`src/ext_bus_pkg.sv`:
```
// Shared constants, types and decode helpers for the data-lane block.
// Assumes a 24-bit CPU address with the bank number in the top byte.
package ext_bus_pkg;

    // Bank-zero map
    localparam logic [7:0]  BANK_ZERO    = 8'h00;
    localparam logic [15:0] PERIPH_FIRST = 16'h0000;
    localparam logic [15:0] PERIPH_LAST  = 16'h007f;
    localparam logic [15:0] RAM_FIRST    = 16'h0080;
    localparam logic [15:0] RAM_LAST     = 16'h087f;
    localparam logic [15:0] ROM_FIRST    = 16'h4000;
    localparam logic [15:0] ROM_LAST     = 16'hffff;
    localparam logic [15:0] VEC_FIRST    = 16'hffd2;

    // Lane port register offsets in bank zero
    localparam logic [15:0] OFS_LO_VAL   = 16'h0016;
    localparam logic [15:0] OFS_HI_VAL   = 16'h0017;
    localparam logic [15:0] OFS_LO_DIR   = 16'h0018;
    localparam logic [15:0] OFS_HI_DIR   = 16'h0019;

    // Reset values of the lane port registers
    localparam logic [7:0]  PORT_RESET   = 8'h00;
    localparam logic [7:0]  DIR_RESET    = 8'h00;

    // Strobe-low length of one external cycle, in clocks
    localparam int          STROBE_CYCLES_DEF = 2;

    typedef enum logic [1:0] {
        MODE_SINGLE = 2'b00,
        MODE_EXPAND = 2'b01,
        MODE_MICRO  = 2'b10
    } proc_mode_type;

    typedef enum logic [1:0] {
        ST_IDLE   = 2'b00,
        ST_INT    = 2'b01,
        ST_ADDR   = 2'b10,
        ST_STROBE = 2'b11
    } bus_state_type;

    typedef enum logic [2:0] {
        REGION_NONE   = 3'b000,
        REGION_PORT   = 3'b001,
        REGION_PERIPH = 3'b010,
        REGION_RAM    = 3'b011,
        REGION_ROM    = 3'b100,
        REGION_EXT    = 3'b101
    } region_type;

    // Region of an address; anything unclaimed goes external off-chip except in single-chip mode, where it is none
    function automatic region_type decode(input logic [23:0]   a,
                                          input proc_mode_type m);
        logic [15:0] o;
        logic        bank0;
        region_type  rg;
        o     = a[15:0];
        bank0 = (a[23:16] == BANK_ZERO);
        if (!bank0) begin
            rg = REGION_NONE;
        end else if ({o[15:1], 1'h0} == OFS_LO_VAL ||
                     {o[15:1], 1'h0} == OFS_LO_DIR) begin
            rg = REGION_PORT;
        end else if (o >= PERIPH_FIRST && o <= PERIPH_LAST) begin
            rg = REGION_PERIPH;
        end else if (o >= RAM_FIRST && o <= RAM_LAST) begin
            rg = REGION_RAM;
        end else if (o >= ROM_FIRST && o <= ROM_LAST &&
                     m != MODE_MICRO) begin
            rg = REGION_ROM;
        end else begin
            rg = REGION_NONE;
        end
        if (rg == REGION_NONE && m != MODE_SINGLE) begin
            rg = REGION_EXT;
        end
        return rg;
    endfunction

    // Vector fetch window at the top of bank zero
    function automatic logic is_vector(input logic [23:0] a);
        return (a[23:16] == BANK_ZERO) && (a[15:0] >= VEC_FIRST);
    endfunction

endpackage

```
`src/ext_data_lane_and_bank0_decode.sv`:
```
// Data-lane steering and bank-zero decode for the expansion bus.
// Assumes pins synchronous to sys_clk and a pad ring resolving enables.
//
// Function
// - 8-bit read: even low half, odd high
// - 8-bit write: even low byte, odd high
// - Internal read: low lane high impedance
// - Internal write: drive bus data onto lanes
// - Muxed area on 8-bit bus: address while strobe high
// - 16-bit read: high lane on odd access
// - 16-bit write: high lane from high half
// - Internal read: high lane high impedance
// - 8-bit bus: high lane is plain port
// - Single-chip: both lanes plain ports
// - 16 MB space, bank in top byte
// - Internal ROM at 4000 to FFFF
// - Vectors at bank-zero FFD2 to FFFF
// - Internal RAM at 80 to 87F
// - Peripheral registers at 0 to 7F
// - Lane port registers at 16 to 19
// - 16-bit read: low lane into low half
// - 16-bit write: low lane from low half
`timescale 1ns/1ps
module ext_data_lane_and_bank0_decode #(
    parameter int STROBE_CYCLES = ext_bus_pkg::STROBE_CYCLES_DEF
) (
    // Clock and reset
    input  wire logic        sys_clk,
    input  wire logic        nrst,
    // Configuration straps
    input  wire logic        cfg_bus16,
    input  wire logic [1:0]  cfg_mode,
    input  wire logic        mux_enable,
    input  wire logic [7:0]  mux_bank,
    // CPU request
    input  wire logic        cpu_valid,
    output logic             cpu_ready,
    input  wire logic        cpu_write,
    input  wire logic        cpu_word,
    input  wire logic [23:0] cpu_addr,
    input  wire logic [15:0] cpu_wdata,
    // Internal memory read data
    input  wire logic [15:0] int_rdata,
    // Read answer
    output logic             rsp_valid,
    input  wire logic        rsp_ready,
    output logic [15:0]      rsp_data,
    // Region selects
    output logic             sel_periph,
    output logic             sel_ram,
    output logic             sel_rom,
    output logic             sel_vector,
    // External bus control
    output logic [23:0]      ext_addr,
    output logic             ext_rd_n,
    output logic             ext_wr_n,
    // Low data lane pins
    input  wire logic [7:0]  lo_in,
    output logic [7:0]       lo_out,
    output logic [7:0]       lo_oe_n,
    // High data lane pins
    input  wire logic [7:0]  hi_in,
    output logic [7:0]       hi_out,
    output logic [7:0]       hi_oe_n
);
    localparam int CW = $clog2(STROBE_CYCLES + 1);
    localparam logic [CW-1:0] CNT_LAST = CW'(STROBE_CYCLES - 1);
    typedef struct packed {
        ext_bus_pkg::bus_state_type fsm;
        ext_bus_pkg::proc_mode_type mode;
        ext_bus_pkg::region_type    region;
        logic                       bus16, cfg_done;
        logic [7:0]                 lo_val, hi_val, lo_dir, hi_dir;
        logic [23:0]                addr;
        logic [15:0]                wdata;
        logic                       write, word, second, mux;
        logic [CW-1:0]              cnt;
        logic [15:0]                rdata;
        logic                       push;
        logic [3:0]                 sel;
        logic [7:0]                 lo_out, lo_oe_n, hi_out, hi_oe_n;
        logic                       rd_n, wr_n;
    } lane_state_type;
    lane_state_type          r;
    lane_state_type          n;
    ext_bus_pkg::region_type rg;
    logic                    accept;
    logic                    buf_in_ready;
    logic                    drive;
    logic [15:0]             port_base;
    // Port pin readback: latch on outputs, pin on inputs
    function automatic logic [7:0] port_read(input logic [7:0] val,
                                             input logic [7:0] dir,
                                             input logic [7:0] pin);
        return (val & dir) | (pin & ~dir);
    endfunction
    // Byte on the low lane for a write
    function automatic logic [7:0] lane_byte(input logic        wide,
                                             input logic        odd,
                                             input logic [15:0] d);
        return (!wide && odd) ? d[15:8] : d[7:0];
    endfunction
    // Handshake and selects
    assign accept     = cpu_valid && cpu_ready;
    assign cpu_ready  = r.cfg_done && (r.fsm == ext_bus_pkg::ST_IDLE) &&
                        buf_in_ready && !r.push;
    assign rg         = ext_bus_pkg::decode(cpu_addr, r.mode);
    assign port_base  = {r.addr[15:1], 1'h0};
    assign {sel_vector, sel_rom, sel_ram, sel_periph} = r.sel;
    assign ext_addr   = r.addr;
    assign ext_rd_n   = r.rd_n;
    assign ext_wr_n   = r.wr_n;
    assign {lo_out, lo_oe_n} = {r.lo_out, r.lo_oe_n};
    assign {hi_out, hi_oe_n} = {r.hi_out, r.hi_oe_n};
    // Bus sequencer, register file and pin drive
    always_comb begin
        n      = r;
        n.push = 1'h0;
        if (!r.cfg_done) begin
            n.bus16    = cfg_bus16;
            n.mode     = ext_bus_pkg::proc_mode_type'(cfg_mode);
            n.cfg_done = 1'h1;
        end
        case (r.fsm)
            ext_bus_pkg::ST_IDLE: begin
                n.sel = 4'h0;
                if (accept) begin
                    n.addr   = cpu_addr;
                    n.wdata  = cpu_wdata;
                    n.write  = cpu_write;
                    n.word   = cpu_word && !cpu_addr[0];
                    n.second = 1'h0;
                    n.rdata  = 16'h0000;
                    n.region = rg;
                    n.mux    = mux_enable && !r.bus16 &&
                               (cpu_addr[23:16] == mux_bank);
                    n.sel[0] = (rg == ext_bus_pkg::REGION_PERIPH) ||
                               (rg == ext_bus_pkg::REGION_PORT);
                    n.sel[1] = (rg == ext_bus_pkg::REGION_RAM);
                    n.sel[2] = (rg == ext_bus_pkg::REGION_ROM);
                    n.sel[3] = ext_bus_pkg::is_vector(cpu_addr);
                    if (rg == ext_bus_pkg::REGION_EXT) begin
                        n.fsm = ext_bus_pkg::ST_ADDR;
                    end else begin
                        n.fsm = ext_bus_pkg::ST_INT;
                    end
                end
            end
            ext_bus_pkg::ST_INT: begin
                // Lane port registers, pairs aligned on even offsets
                if (r.region == ext_bus_pkg::REGION_PORT && r.write) begin
                    if (port_base == ext_bus_pkg::OFS_LO_VAL) begin
                        if (!r.addr[0]) n.lo_val = r.wdata[7:0];
                        if (r.addr[0] || r.word) n.hi_val = r.wdata[15:8];
                    end else begin
                        if (!r.addr[0]) n.lo_dir = r.wdata[7:0];
                        if (r.addr[0] || r.word) n.hi_dir = r.wdata[15:8];
                    end
                end
                if (!r.write) begin
                    if (r.region == ext_bus_pkg::REGION_PORT) begin
                        if (port_base == ext_bus_pkg::OFS_LO_VAL) begin
                            n.rdata = {port_read(r.hi_val, r.hi_dir, hi_in),
                                       port_read(r.lo_val, r.lo_dir, lo_in)};
                        end else begin
                            n.rdata = {r.hi_dir, r.lo_dir};
                        end
                    end else if (r.region == ext_bus_pkg::REGION_NONE) begin
                        n.rdata = 16'h0000;
                    end else begin
                        n.rdata = int_rdata;
                    end
                    n.push = 1'h1;
                end
                n.sel = 4'h0;
                n.fsm = ext_bus_pkg::ST_IDLE;
            end
            ext_bus_pkg::ST_ADDR: begin
                n.cnt = '0;
                n.fsm = ext_bus_pkg::ST_STROBE;
            end
            ext_bus_pkg::ST_STROBE: begin
                if (r.cnt == CNT_LAST) begin
                    // Capture read lanes on the last strobe-low clock
                    if (!r.write && r.bus16) begin
                        if (!r.addr[0]) n.rdata[7:0] = lo_in;
                        if (r.addr[0] || r.word) begin
                            n.rdata[15:8] = hi_in;
                        end
                    end else if (!r.write) begin
                        if (r.addr[0]) n.rdata[15:8] = lo_in;
                        else n.rdata[7:0] = lo_in;
                    end
                    if (!r.bus16 && r.word && !r.second) begin
                        n.second = 1'h1;
                        n.addr   = {r.addr[23:1], 1'h1};
                        n.fsm    = ext_bus_pkg::ST_ADDR;
                    end else begin
                        n.push = !r.write;
                        n.sel  = 4'h0;
                        n.fsm  = ext_bus_pkg::ST_IDLE;
                    end
                end else begin
                    n.cnt = r.cnt + 1'h1;
                end
            end
            default: n.fsm = ext_bus_pkg::ST_IDLE;
        endcase
        // Pin drive for the coming cycle
        drive = n.write && (n.fsm != ext_bus_pkg::ST_IDLE);
        if (n.mode == ext_bus_pkg::MODE_SINGLE) begin
            n.lo_out  = n.lo_val;
            n.lo_oe_n = ~n.lo_dir;
        end else if (n.fsm == ext_bus_pkg::ST_ADDR && n.mux) begin
            n.lo_out  = n.addr[7:0];
            n.lo_oe_n = 8'h00;
        end else if (drive) begin
            n.lo_out  = lane_byte(n.bus16 || n.fsm == ext_bus_pkg::ST_INT,
                                  n.addr[0], n.wdata);
            n.lo_oe_n = 8'h00;
        end else begin
            n.lo_out  = 8'h00;
            n.lo_oe_n = 8'hff;
        end
        if (n.mode == ext_bus_pkg::MODE_SINGLE || !n.bus16) begin
            n.hi_out  = n.hi_val;
            n.hi_oe_n = ~n.hi_dir;
        end else if (drive) begin
            n.hi_out  = n.wdata[15:8];
            n.hi_oe_n = 8'h00;
        end else begin
            n.hi_out  = 8'h00;
            n.hi_oe_n = 8'hff;
        end
        n.rd_n = !(n.fsm == ext_bus_pkg::ST_STROBE && !n.write);
        n.wr_n = !(n.fsm == ext_bus_pkg::ST_STROBE && n.write);
    end
    // State register; lanes float and strobes idle at reset
    always_ff @(posedge sys_clk or negedge nrst) begin
        if (!nrst) begin
            r         <= '0;
            r.lo_val  <= ext_bus_pkg::PORT_RESET;
            r.hi_val  <= ext_bus_pkg::PORT_RESET;
            r.lo_dir  <= ext_bus_pkg::DIR_RESET;
            r.hi_dir  <= ext_bus_pkg::DIR_RESET;
            r.lo_oe_n <= 8'hff;
            r.hi_oe_n <= 8'hff;
            r.rd_n    <= 1'h1;
            r.wr_n    <= 1'h1;
        end else begin
            r <= n;
        end
    end
    // Read answers wait here while the receiver stalls
    two_entry_buffer #(
        .WIDTH (16),
        .DEPTH (2)
    ) u_rsp_buf (
        .sys_clk   (sys_clk),
        .nrst      (nrst),
        .in_valid  (r.push),
        .in_ready  (buf_in_ready),
        .in_data   (r.rdata),
        .out_valid (rsp_valid),
        .out_ready (rsp_ready),
        .out_data  (rsp_data)
    );
endmodule

```
`src/two_entry_buffer.sv`:
```
// Small valid/ready buffer for read answers.
// Assumes one clock; the drain side may stall freely.
`timescale 1ns/1ps
module two_entry_buffer #(
    parameter int WIDTH = 16,
    parameter int DEPTH = 2
) (
    // Clock and reset
    input  wire logic             sys_clk,
    input  wire logic             nrst,
    // Fill side
    input  wire logic             in_valid,
    output logic                  in_ready,
    input  wire logic [WIDTH-1:0] in_data,
    // Drain side
    output logic                  out_valid,
    input  wire logic             out_ready,
    output logic [WIDTH-1:0]      out_data
);
    localparam int AW = (DEPTH > 1) ? $clog2(DEPTH) : 1;
    localparam logic [AW:0] FULL_COUNT = (AW + 1)'(DEPTH);

    typedef struct packed {
        logic [DEPTH-1:0][WIDTH-1:0] mem;
        logic [AW-1:0]               wp;
        logic [AW-1:0]               rp;
        logic [AW:0]                 cnt;
    } buf_state_type;

    buf_state_type r;
    buf_state_type n;
    logic          do_push;
    logic          do_pop;

    // Pointer step with wrap at the depth
    function automatic logic [AW-1:0] step(input logic [AW-1:0] p);
        if (p == AW'(DEPTH - 1)) begin
            return '0;
        end
        return AW'(p + 1'h1);
    endfunction

    // Honest full and empty from the entry count
    assign in_ready  = (r.cnt != FULL_COUNT);
    assign out_valid = (r.cnt != '0);
    assign out_data  = r.mem[r.rp];
    assign do_push   = in_valid && in_ready;
    assign do_pop    = out_valid && out_ready;

    // Next state of storage and pointers
    always_comb begin
        n = r;
        if (do_push) begin
            n.mem[r.wp] = in_data;
            n.wp        = step(r.wp);
        end
        if (do_pop) begin
            n.rp = step(r.rp);
        end
        if (do_push && !do_pop) begin
            n.cnt = r.cnt + 1'h1;
        end else if (do_pop && !do_push) begin
            n.cnt = r.cnt - 1'h1;
        end
    end

    // State register
    always_ff @(posedge sys_clk or negedge nrst) begin
        if (!nrst) begin
            r <= '0;
        end else begin
            r <= n;
        end
    end

endmodule
```
`config.mk`:
```
export PLATFORM = sky130hd
export DESIGN_NAME = ext_data_lane_and_bank0_decode
export DESIGN_NICKNAME = d
export VERILOG_FILES = /design/src/ext_bus_pkg.sv /design/src/ext_data_lane_and_bank0_decode.sv /design/src/two_entry_buffer.sv
export SDC_FILE = /design/constraint.sdc
export NUM_CORES = 1
export LEC_CHECK = 0
export ABC_AREA = 1
export BUFFER_PORTS_ARGS = -buffer_cell sky130_fd_sc_hd__buf_2
export CORE_MARGIN = 2
export CORE_UTILIZATION = 51
export DETAILED_ROUTE_END_ITERATION = 12
export GPL_TIMING_DRIVEN = 0
export PLACE_DENSITY_LB_ADDON = 0.12
export SETUP_SLACK_MARGIN = 0.2
export SYNTH_ARGS = -nofsm -noshare
export SYNTH_HDL_FRONTEND = slang
export SYNTH_SLANG_ARGS = --single-unit
```
`constraint.sdc`:
```
create_clock -name sys_clk -period 1.9 [get_ports sys_clk]
set_input_delay 0 -clock sys_clk [delete_from_list [all_inputs] [get_ports sys_clk]]
set_output_delay 0 -clock sys_clk [all_outputs]
set_load 0.03 [all_outputs]
```
==> flow_metrics.py, run 1 <==
metrics = {
    "routing": {
        "dr.pass1.iters": 8,
        "wl_per_cell_um": 19.71,
        "drt-total-wl_um": 32640,
        "drcViolationCount": 0,
        "num_vias": 9301,
        "ant_nets": 0,
        "drt_iter0_drc": 922,
        "via_per_inst": 5.617,
    },
    "global_routing": {
        "gr-usage-all-layers": 0.2994,
        "grt_overflow": 0,
        "grt_pass1_wl_um": 42550,
        "grt_pass1_vias": 8246,
        "grt_max_degree": 99,
        "grt_antenna_before_repair": 0,
    },
    "floorplan": {
        "die_x_um": 136.6,
        "num_rows": 48,
        "die_height_um": 136.6,
        "die_area_um2": 18650,
        "start_util": 0.5200,
        "core_um2": 17240,
        "num_io_pins": 170,
    },
    "clocking": {
        "cts_buffers": 17,
        "worstSkewPairLatency_ns": 0.44,
        "cts_tree": "done",
        "clockRootBuffer": "clkbuf_16",
        "clockBufferDepth": 2,
        "cts_max_level": 4,
        "cts_sinks": 178,
        "path_clk_slew_ns": 0.07,
    },
    "timing": {
        "setup_slack_ns": -0.3730,
        "fin_skew_ns": 0.01093,
        "slew_headroom": 0.5464,
        "fin_crit_sh": 1.196,
        "max_freq_mhz": 439.9,
        "final-max-slew-violation-count": 0,
        "worst_pin_slew_ns": 0.6743,
        "rsz0062_at_grt": "yes",
        "final.min_clock_period_ns": 2.273,
        "timing.final.hold_violations": 0,
        "setup_viol": 80,
    },
    "placement": {
        "dp_hpwl_um": 17980,
        "gp_congestion": 0.9033,
        "dpl_cell_area_um2": 10190,
        "port_buffers": 169,
    },
    "critical_path": {
        "crit_type": "reg2reg",
        "crit_required_ns": 2.22,
        "startpoint_type": "register",
        "path_max_fanout": 8,
        "endpoint_kind": "register",
        "worst_ep_arrival_time_ns": 2.59,
    },
    "synthesis": {
        "netlist_instances": 1085,
        "ys.flop_type": "dfrtp_1",
        "syn_area_per_cell_um2": 8.260,
        "yosysWarnings": 0,
        "synth_edf_count": 0,
        "async_reset_ff_frac": 1.000,
        "ys_ff_latch": 178,
        "synth.distinct_cells": 45,
        "syn-num-nets": 1181,
        "ys_seq_area_frac": 0.4995,
        "mappedNetlistArea_um2": 8962,
    },
    "power_and_ir_drop": {
        "power_density_nw_per_um2": 1675,
        "power_leakage_nw": 6.631,
        "ir_drop_mv": 1.077,
        "p_total_mw": 22.99,
    },
    "outcome": {
        "violations": "negative setup slack",
        "status": "finished, violations left",
    },
    "cells_and_area": {
        "insertedDiodeCount": 0,
        "layout_commonest_cell": "nand2_1",
        "drive_gt1_frac": 0.4340,
        "fillers": 1010,
        "layout_common_cells": "205 x nand2_1, 172 x buf_2, 159 x dfrtp_1",
        "area_delta_synth_final_pct": 53.18,
        "design_area_um2": 13730,
        "fin_util": 0.7965,
        "finalNetCount": 1514,
    },
    "worst_hold_path": {
        "hold_class": "in2reg",
    },
    "job": {
        "max_cap_viol_count": 0,
    },
}
synthesized netlist by cell type, drive strengths merged (4+ instances only):
cell	count	area (um2)
nor2	103	480.5
nor3	5	25.02
nand2	276	1094
nand3	50	272.8
o21bai	9	67.56
clkbuf	20	75.07
inv	109	409.1
dfstp	18	473.0
a21boi	16	120.1
buf	72	530.5
nand4	6	37.54
o22ai	4	25.02
a21oi	48	244.0
dfrtp	160	4004
ha	6	75.07
o21ai	160	849.6
o31ai	10	80.07
registers in the layout, summed over array words and instances, names as in the netlist, 8 cells and up:
signal and flops:
ext_addr 24, u_rsp_buf.r 36, lo_out 8, lo_oe_n 8
hi_out 8, r 80, hi_oe_n 8
power by group:
part / switching [mW] / internal (mW)
combinational: 7.80 / 4.93
sequential: 0.910 / 5.38
clock: 1.53 / 2.45
total: 10.2 / 12.8
cells by family (layout without fill, tap and decap cells):
family | after synthesis | after routing | synth area share
buf+inv | 204 | 549 | 0.1148
compound gates | 250 | 250 | 0.1582
other cells | 1 | 1 | 0.0004184
xor+xnor | 3 | 3 | 0.002932
flops | 178 | 178 | 0.4995
simple gates | 443 | 444 | 0.2158
fa+ha+maj | 6 | 6 | 0.008376
routing by layer:
metal  track usage  vias to the layer above  wire, um
li1              -                     4122         -
met1        0.3964                     4439     12200
met2        0.4992                      582     16080
met3       0.05037                      158      2653
met4        0.1042                        0      1711
met5             0                        -         0
stage by stage:
step	instances	setup WS [ns]	hold WS, ns	setup TNS, ns
detailed placement	1480	-0.7097	0.02436	-22.89
global route	1656	-0.4298	0.06788	-17.51
CTS	1615	-0.2441	-0.03620	-10.41
finish	1656	-0.3730	0.03880	-14.93
global placement	1479	-1.998	0.2510	-356.25
floorplan	1085	0.01258	-0.2956	0
worst max-delay path, cell delays in order, from the launching register on:
cell      delay (ns)
dfrtp_1         0.44
inv_2           0.12
ha_4            0.16
nand2_4         0.05
nor2_4          0.12
nand3_4         0.12
buf_6           0.16
nand3_1         0.11
nand2_2         0.12
clkinv_4        0.11
nand3_4         0.13
nor2_4          0.24
nor2_8          0.09
nand3_1         0.10
a21oi_2         0.06
repair_timing:
item / 4_1_cts / 5_1_grt
buffers inserted: 29 / 35
setup endpoints to repair: 163 / 175
hold buffers: 68 / 1
gates resized for setup: 195 / 289
hold endpoints to repair: 149 / 1
gates cloned: 6 / 5
pin swaps: 25 / 30
final cells by class:
cell class | count | area, um2 | area share
sequential | 178 | 4478 | 0.3262
clock inverter | 8 | 175.2 | 0.01276
multi-input combinational | 704 | 4695 | 0.3420
tap | 225 | 281.5 | 0.02051
inverter | 112 | 459.2 | 0.03345
timing repair buffer | 313 | 2380 | 0.1733
clock buffer | 24 | 481.7 | 0.03509
buffer | 92 | 778.2 | 0.05669
final timing paths:
| path | start | to | slack, ns | depth (start not counted) |
|---|---|---|---|---|
| worst max-delay path | r[141] | lo_out[7] | -0.37 | 14 |
| worst min-delay path | cpu_addr[15] | sel_periph | 0.04 | 6 |
| worst max register to register | r[141] | lo_out[7] | -0.37 | 14 |
| worst min register to register | u_rsp_buf.r[33] | u_rsp_buf.r[33] | 0.48 | 2 |
| max in group asynchronous | nrst | lo_oe_n[4] | 0.85 | 3 |
| min in group asynchronous | nrst | hi_out[0] | 0.13 | 2 |
Power figures use the tool's default switching activity.
==> inputs of run 2 (changes only) <==
--- a/config.mk
+++ b/config.mk
@@ -6,10 +6,10 @@
 export NUM_CORES = 1
 export LEC_CHECK = 0
 export ABC_AREA = 1
-export BUFFER_PORTS_ARGS = -buffer_cell sky130_fd_sc_hd__buf_2
 export CORE_MARGIN = 2
-export CORE_UTILIZATION = 51
+export CORE_UTILIZATION = 58
 export DETAILED_ROUTE_END_ITERATION = 12
+export DONT_BUFFER_PORTS = 1
 export GPL_TIMING_DRIVEN = 0
 export PLACE_DENSITY_LB_ADDON = 0.12
 export SETUP_SLACK_MARGIN = 0.2
==> flow_metrics.py, run 2 (synthesized netlist as in run 1, its figures left out) <==
metrics = {
    "outcome": {
        "status": "finished, violations left",
        "violations": "negative hold slack, negative setup slack",
    },
    "floorplan": {
        "num_io_pins": 170,
        "die_height_um": 128.3,
        "start_util": 0.5917,
        "num_rows": 45,
        "core_um2": 15150,
        "die_area_um2": 16460,
        "die_x_um": 128.3,
    },
    "critical_path": {
        "path_max_fanout": 8,
        "max_stage_delay_ns": 0.44,
        "crit_type": "reg2reg",
        "startpoint_type": "register",
        "slowest_stage": "dfrtp_1",
        "worst_path_most_repeated_cell": "nor2_4",
        "endpoint_kind": "register",
        "worst_ep_arrival_time_ns": 2.82,
        "path_cells": "inv_2, ha_4, nand2_4, nor2_4, nand3_4, buf_4, buf_6, nand2_2, inv_2, nor2_4, nor2_4, buf_12, nor2_8, nand3_2, a21oi_2",
        "crit_required_ns": 2.26,
    },
    "timing": {
        "timing.final.hold_violations": 178,
        "rsz0062_at_grt": "yes",
        "setup_viol": 97,
        "fin_crit_sh": 1.296,
        "final.min_clock_period_ns": 2.463,
        "max_freq_mhz": 406.0,
        "slew_headroom": 0.4348,
        "fin_skew_ns": 0.01409,
        "worst_hold_slack_ns": -0.7593,
        "worst_pin_slew_ns": 0.8400,
        "final-max-slew-violation-count": 0,
        "setup_slack_ns": -0.5628,
    },
    "clocking": {
        "cts_tree": "done",
        "cts_buffers": 17,
        "worstSkewPairLatency_ns": 0.45,
        "clockRootBuffer": "clkbuf_16",
        "path_clk_slew_ns": 0.08,
        "cts_max_level": 4,
        "clockBufferDepth": 2,
        "hold_buffers": 77,
        "cts_sinks": 178,
    },
    "power_and_ir_drop": {
        "power_density_nw_per_um2": 1792,
        "pwr-share-seq": 0.272,
        "p_comb_frac": 0.557,
        "p_total_mw": 23.47,
        "power_leakage_nw": 5.975,
        "intPower_mw": 12.72,
        "clockPowerShare": 0.170,
        "ir_drop_mv": 1.095,
        "p_sw_frac": 0.4580,
        "power_switching_mw": 10.75,
    },
    "routing": {
        "wl_per_cell_um": 24.03,
        "drt_iter0_drc": 1370,
        "drcViolationCount": 0,
        "num_vias": 9330,
        "dr.pass1.iters": 7,
        "via_per_inst": 6.356,
        "ant_nets": 0,
        "drt-total-wl_um": 35280,
    },
    "global_routing": {
        "grt_pass1_wl_um": 42630,
        "grt_pass1_vias": 8103,
        "grt_max_degree": 179,
        "grt_antenna_before_repair": 0,
        "grt_overflow": 0,
        "gr-usage-all-layers": 0.3371,
    },
    "cells_and_area": {
        "drive_gt1_frac": 0.3886,
        "largest_register_ffs": 80,
        "fillers": 665,
        "design_area_um2": 13090,
        "largest_register": "r",
        "layout_commonest_cell": "nand2_1",
        "area_delta_synth_final_pct": 46.10,
        "layout_common_cells": "189 x nand2_1, 158 x dfrtp_1, 114 x buf_4",
        "fin_util": 0.8645,
        "finalNetCount": 1362,
    },
    "placement": {
        "dp_hpwl_um": 16990,
        "dpl_cell_area_um2": 9259,
        "gp_congestion": 0.8947,
        "post-place-ws_ns": -0.6452,
        "port_buffers": 0,
    },
    "worst_hold_path": {
        "hold_class": "in2async",
    },
    "job": {
        "max_cap_viol_count": 0,
    },
}
## run 2: cell count changes in the layout (fill, tap and decap cells not counted), sizes merged
cell,delta
inv,+1
clkbuf,+2
nand2,+1
buf,-164
diode,+1
dlygate4sd3,+8
## run 2: worst max-delay path, delay by kind of cell, from the launching register on
| family | cells | cell delay, ns |
|---|---|---|
| and+or+nand+nor | 8 | 0.91 |
| adders and majority gates | 1 | 0.19 |
| AOI/OAI and AO/OA | 1 | 0.18 |
| buffers and inverters | 5 | 0.65 |
| DFF | 1 | 0.44 |
## run 2: what timing repair did
item / 4_1_cts / 5_1_grt
resized for setup: 216 / 285
buffers inserted: 37 / 38
gates cloned: 5 / 5
pin swaps: 20 / 34
endpoints found under the setup margin: 171 / 165
endpoints found under the hold margin: 264 / 178
## run 2: per-stage QoR
stage | TNS, ns | instances | hold slack (ns)
3_3_place_gp | -20.54 | 1273 | -0.2841
4_1_cts | -7.348 | 1424 | -0.7447
3_5_place_dp | -22.35 | 1273 | -0.2851
2_1_floorplan | 0 | 1085 | -0.2956
6_report | -25.43 | 1468 | -0.7593
5_1_grt | -29.14 | 1467 | -0.7594
## run 2: power by group through the flow
stage                     Sequential (mW)  Clock, mW  Combinational (mW)
final                                6.39       3.99                13.1
after global routing                 6.47       4.13                13.6
after CTS                            6.13       3.91                10.3
after detailed placement             6.16          0                8.13
after global placement               6.13          0                8.01
after floorplan                      5.96          0                6.70
## run 2: cell type report
class	instances	area, um2	area share
clock inverters	9	176.4	0.01347
diodes	1	2.502	0.0001911
clock buffers	23	478.0	0.03650
multi-input cells	705	4892	0.3736
well taps	188	235.2	0.01796
inverters	112	462.9	0.03536
flip-flops and latches	178	4479	0.3421
repair buffers	160	1600	0.1222
plain buffers	92	767.0	0.05858
## run 2: path summary, 6_finish.rpt
check	start	to	slack (ns)	depth (start not counted)
max	r[141]	lo_out[0]	-0.56	15
min	nrst	r[120]	-0.76	0
max reg2reg	r[141]	lo_out[0]	-0.56	15
min reg2reg	u_rsp_buf.r[12]	u_rsp_buf.r[12]	0.48	2
max in group asynchronous	nrst	lo_oe_n[7]	2.35	0
min in group sys_clk	cpu_valid	r[58]	0.02	5
## run 2: layer usage
metal / part of all wire / track usage / routed length [um] / vias to the layer above
met5: 0 / 0 / 0 / -
met1: 0.35 / 0.4284 / 12380 / 4494
met4: 0.071 / 0.1403 / 2505 / 0
met3: 0.10 / 0.06886 / 3517 / 253
met2: 0.48 / 0.5663 / 16880 / 765
li1: - / - / - / 3818
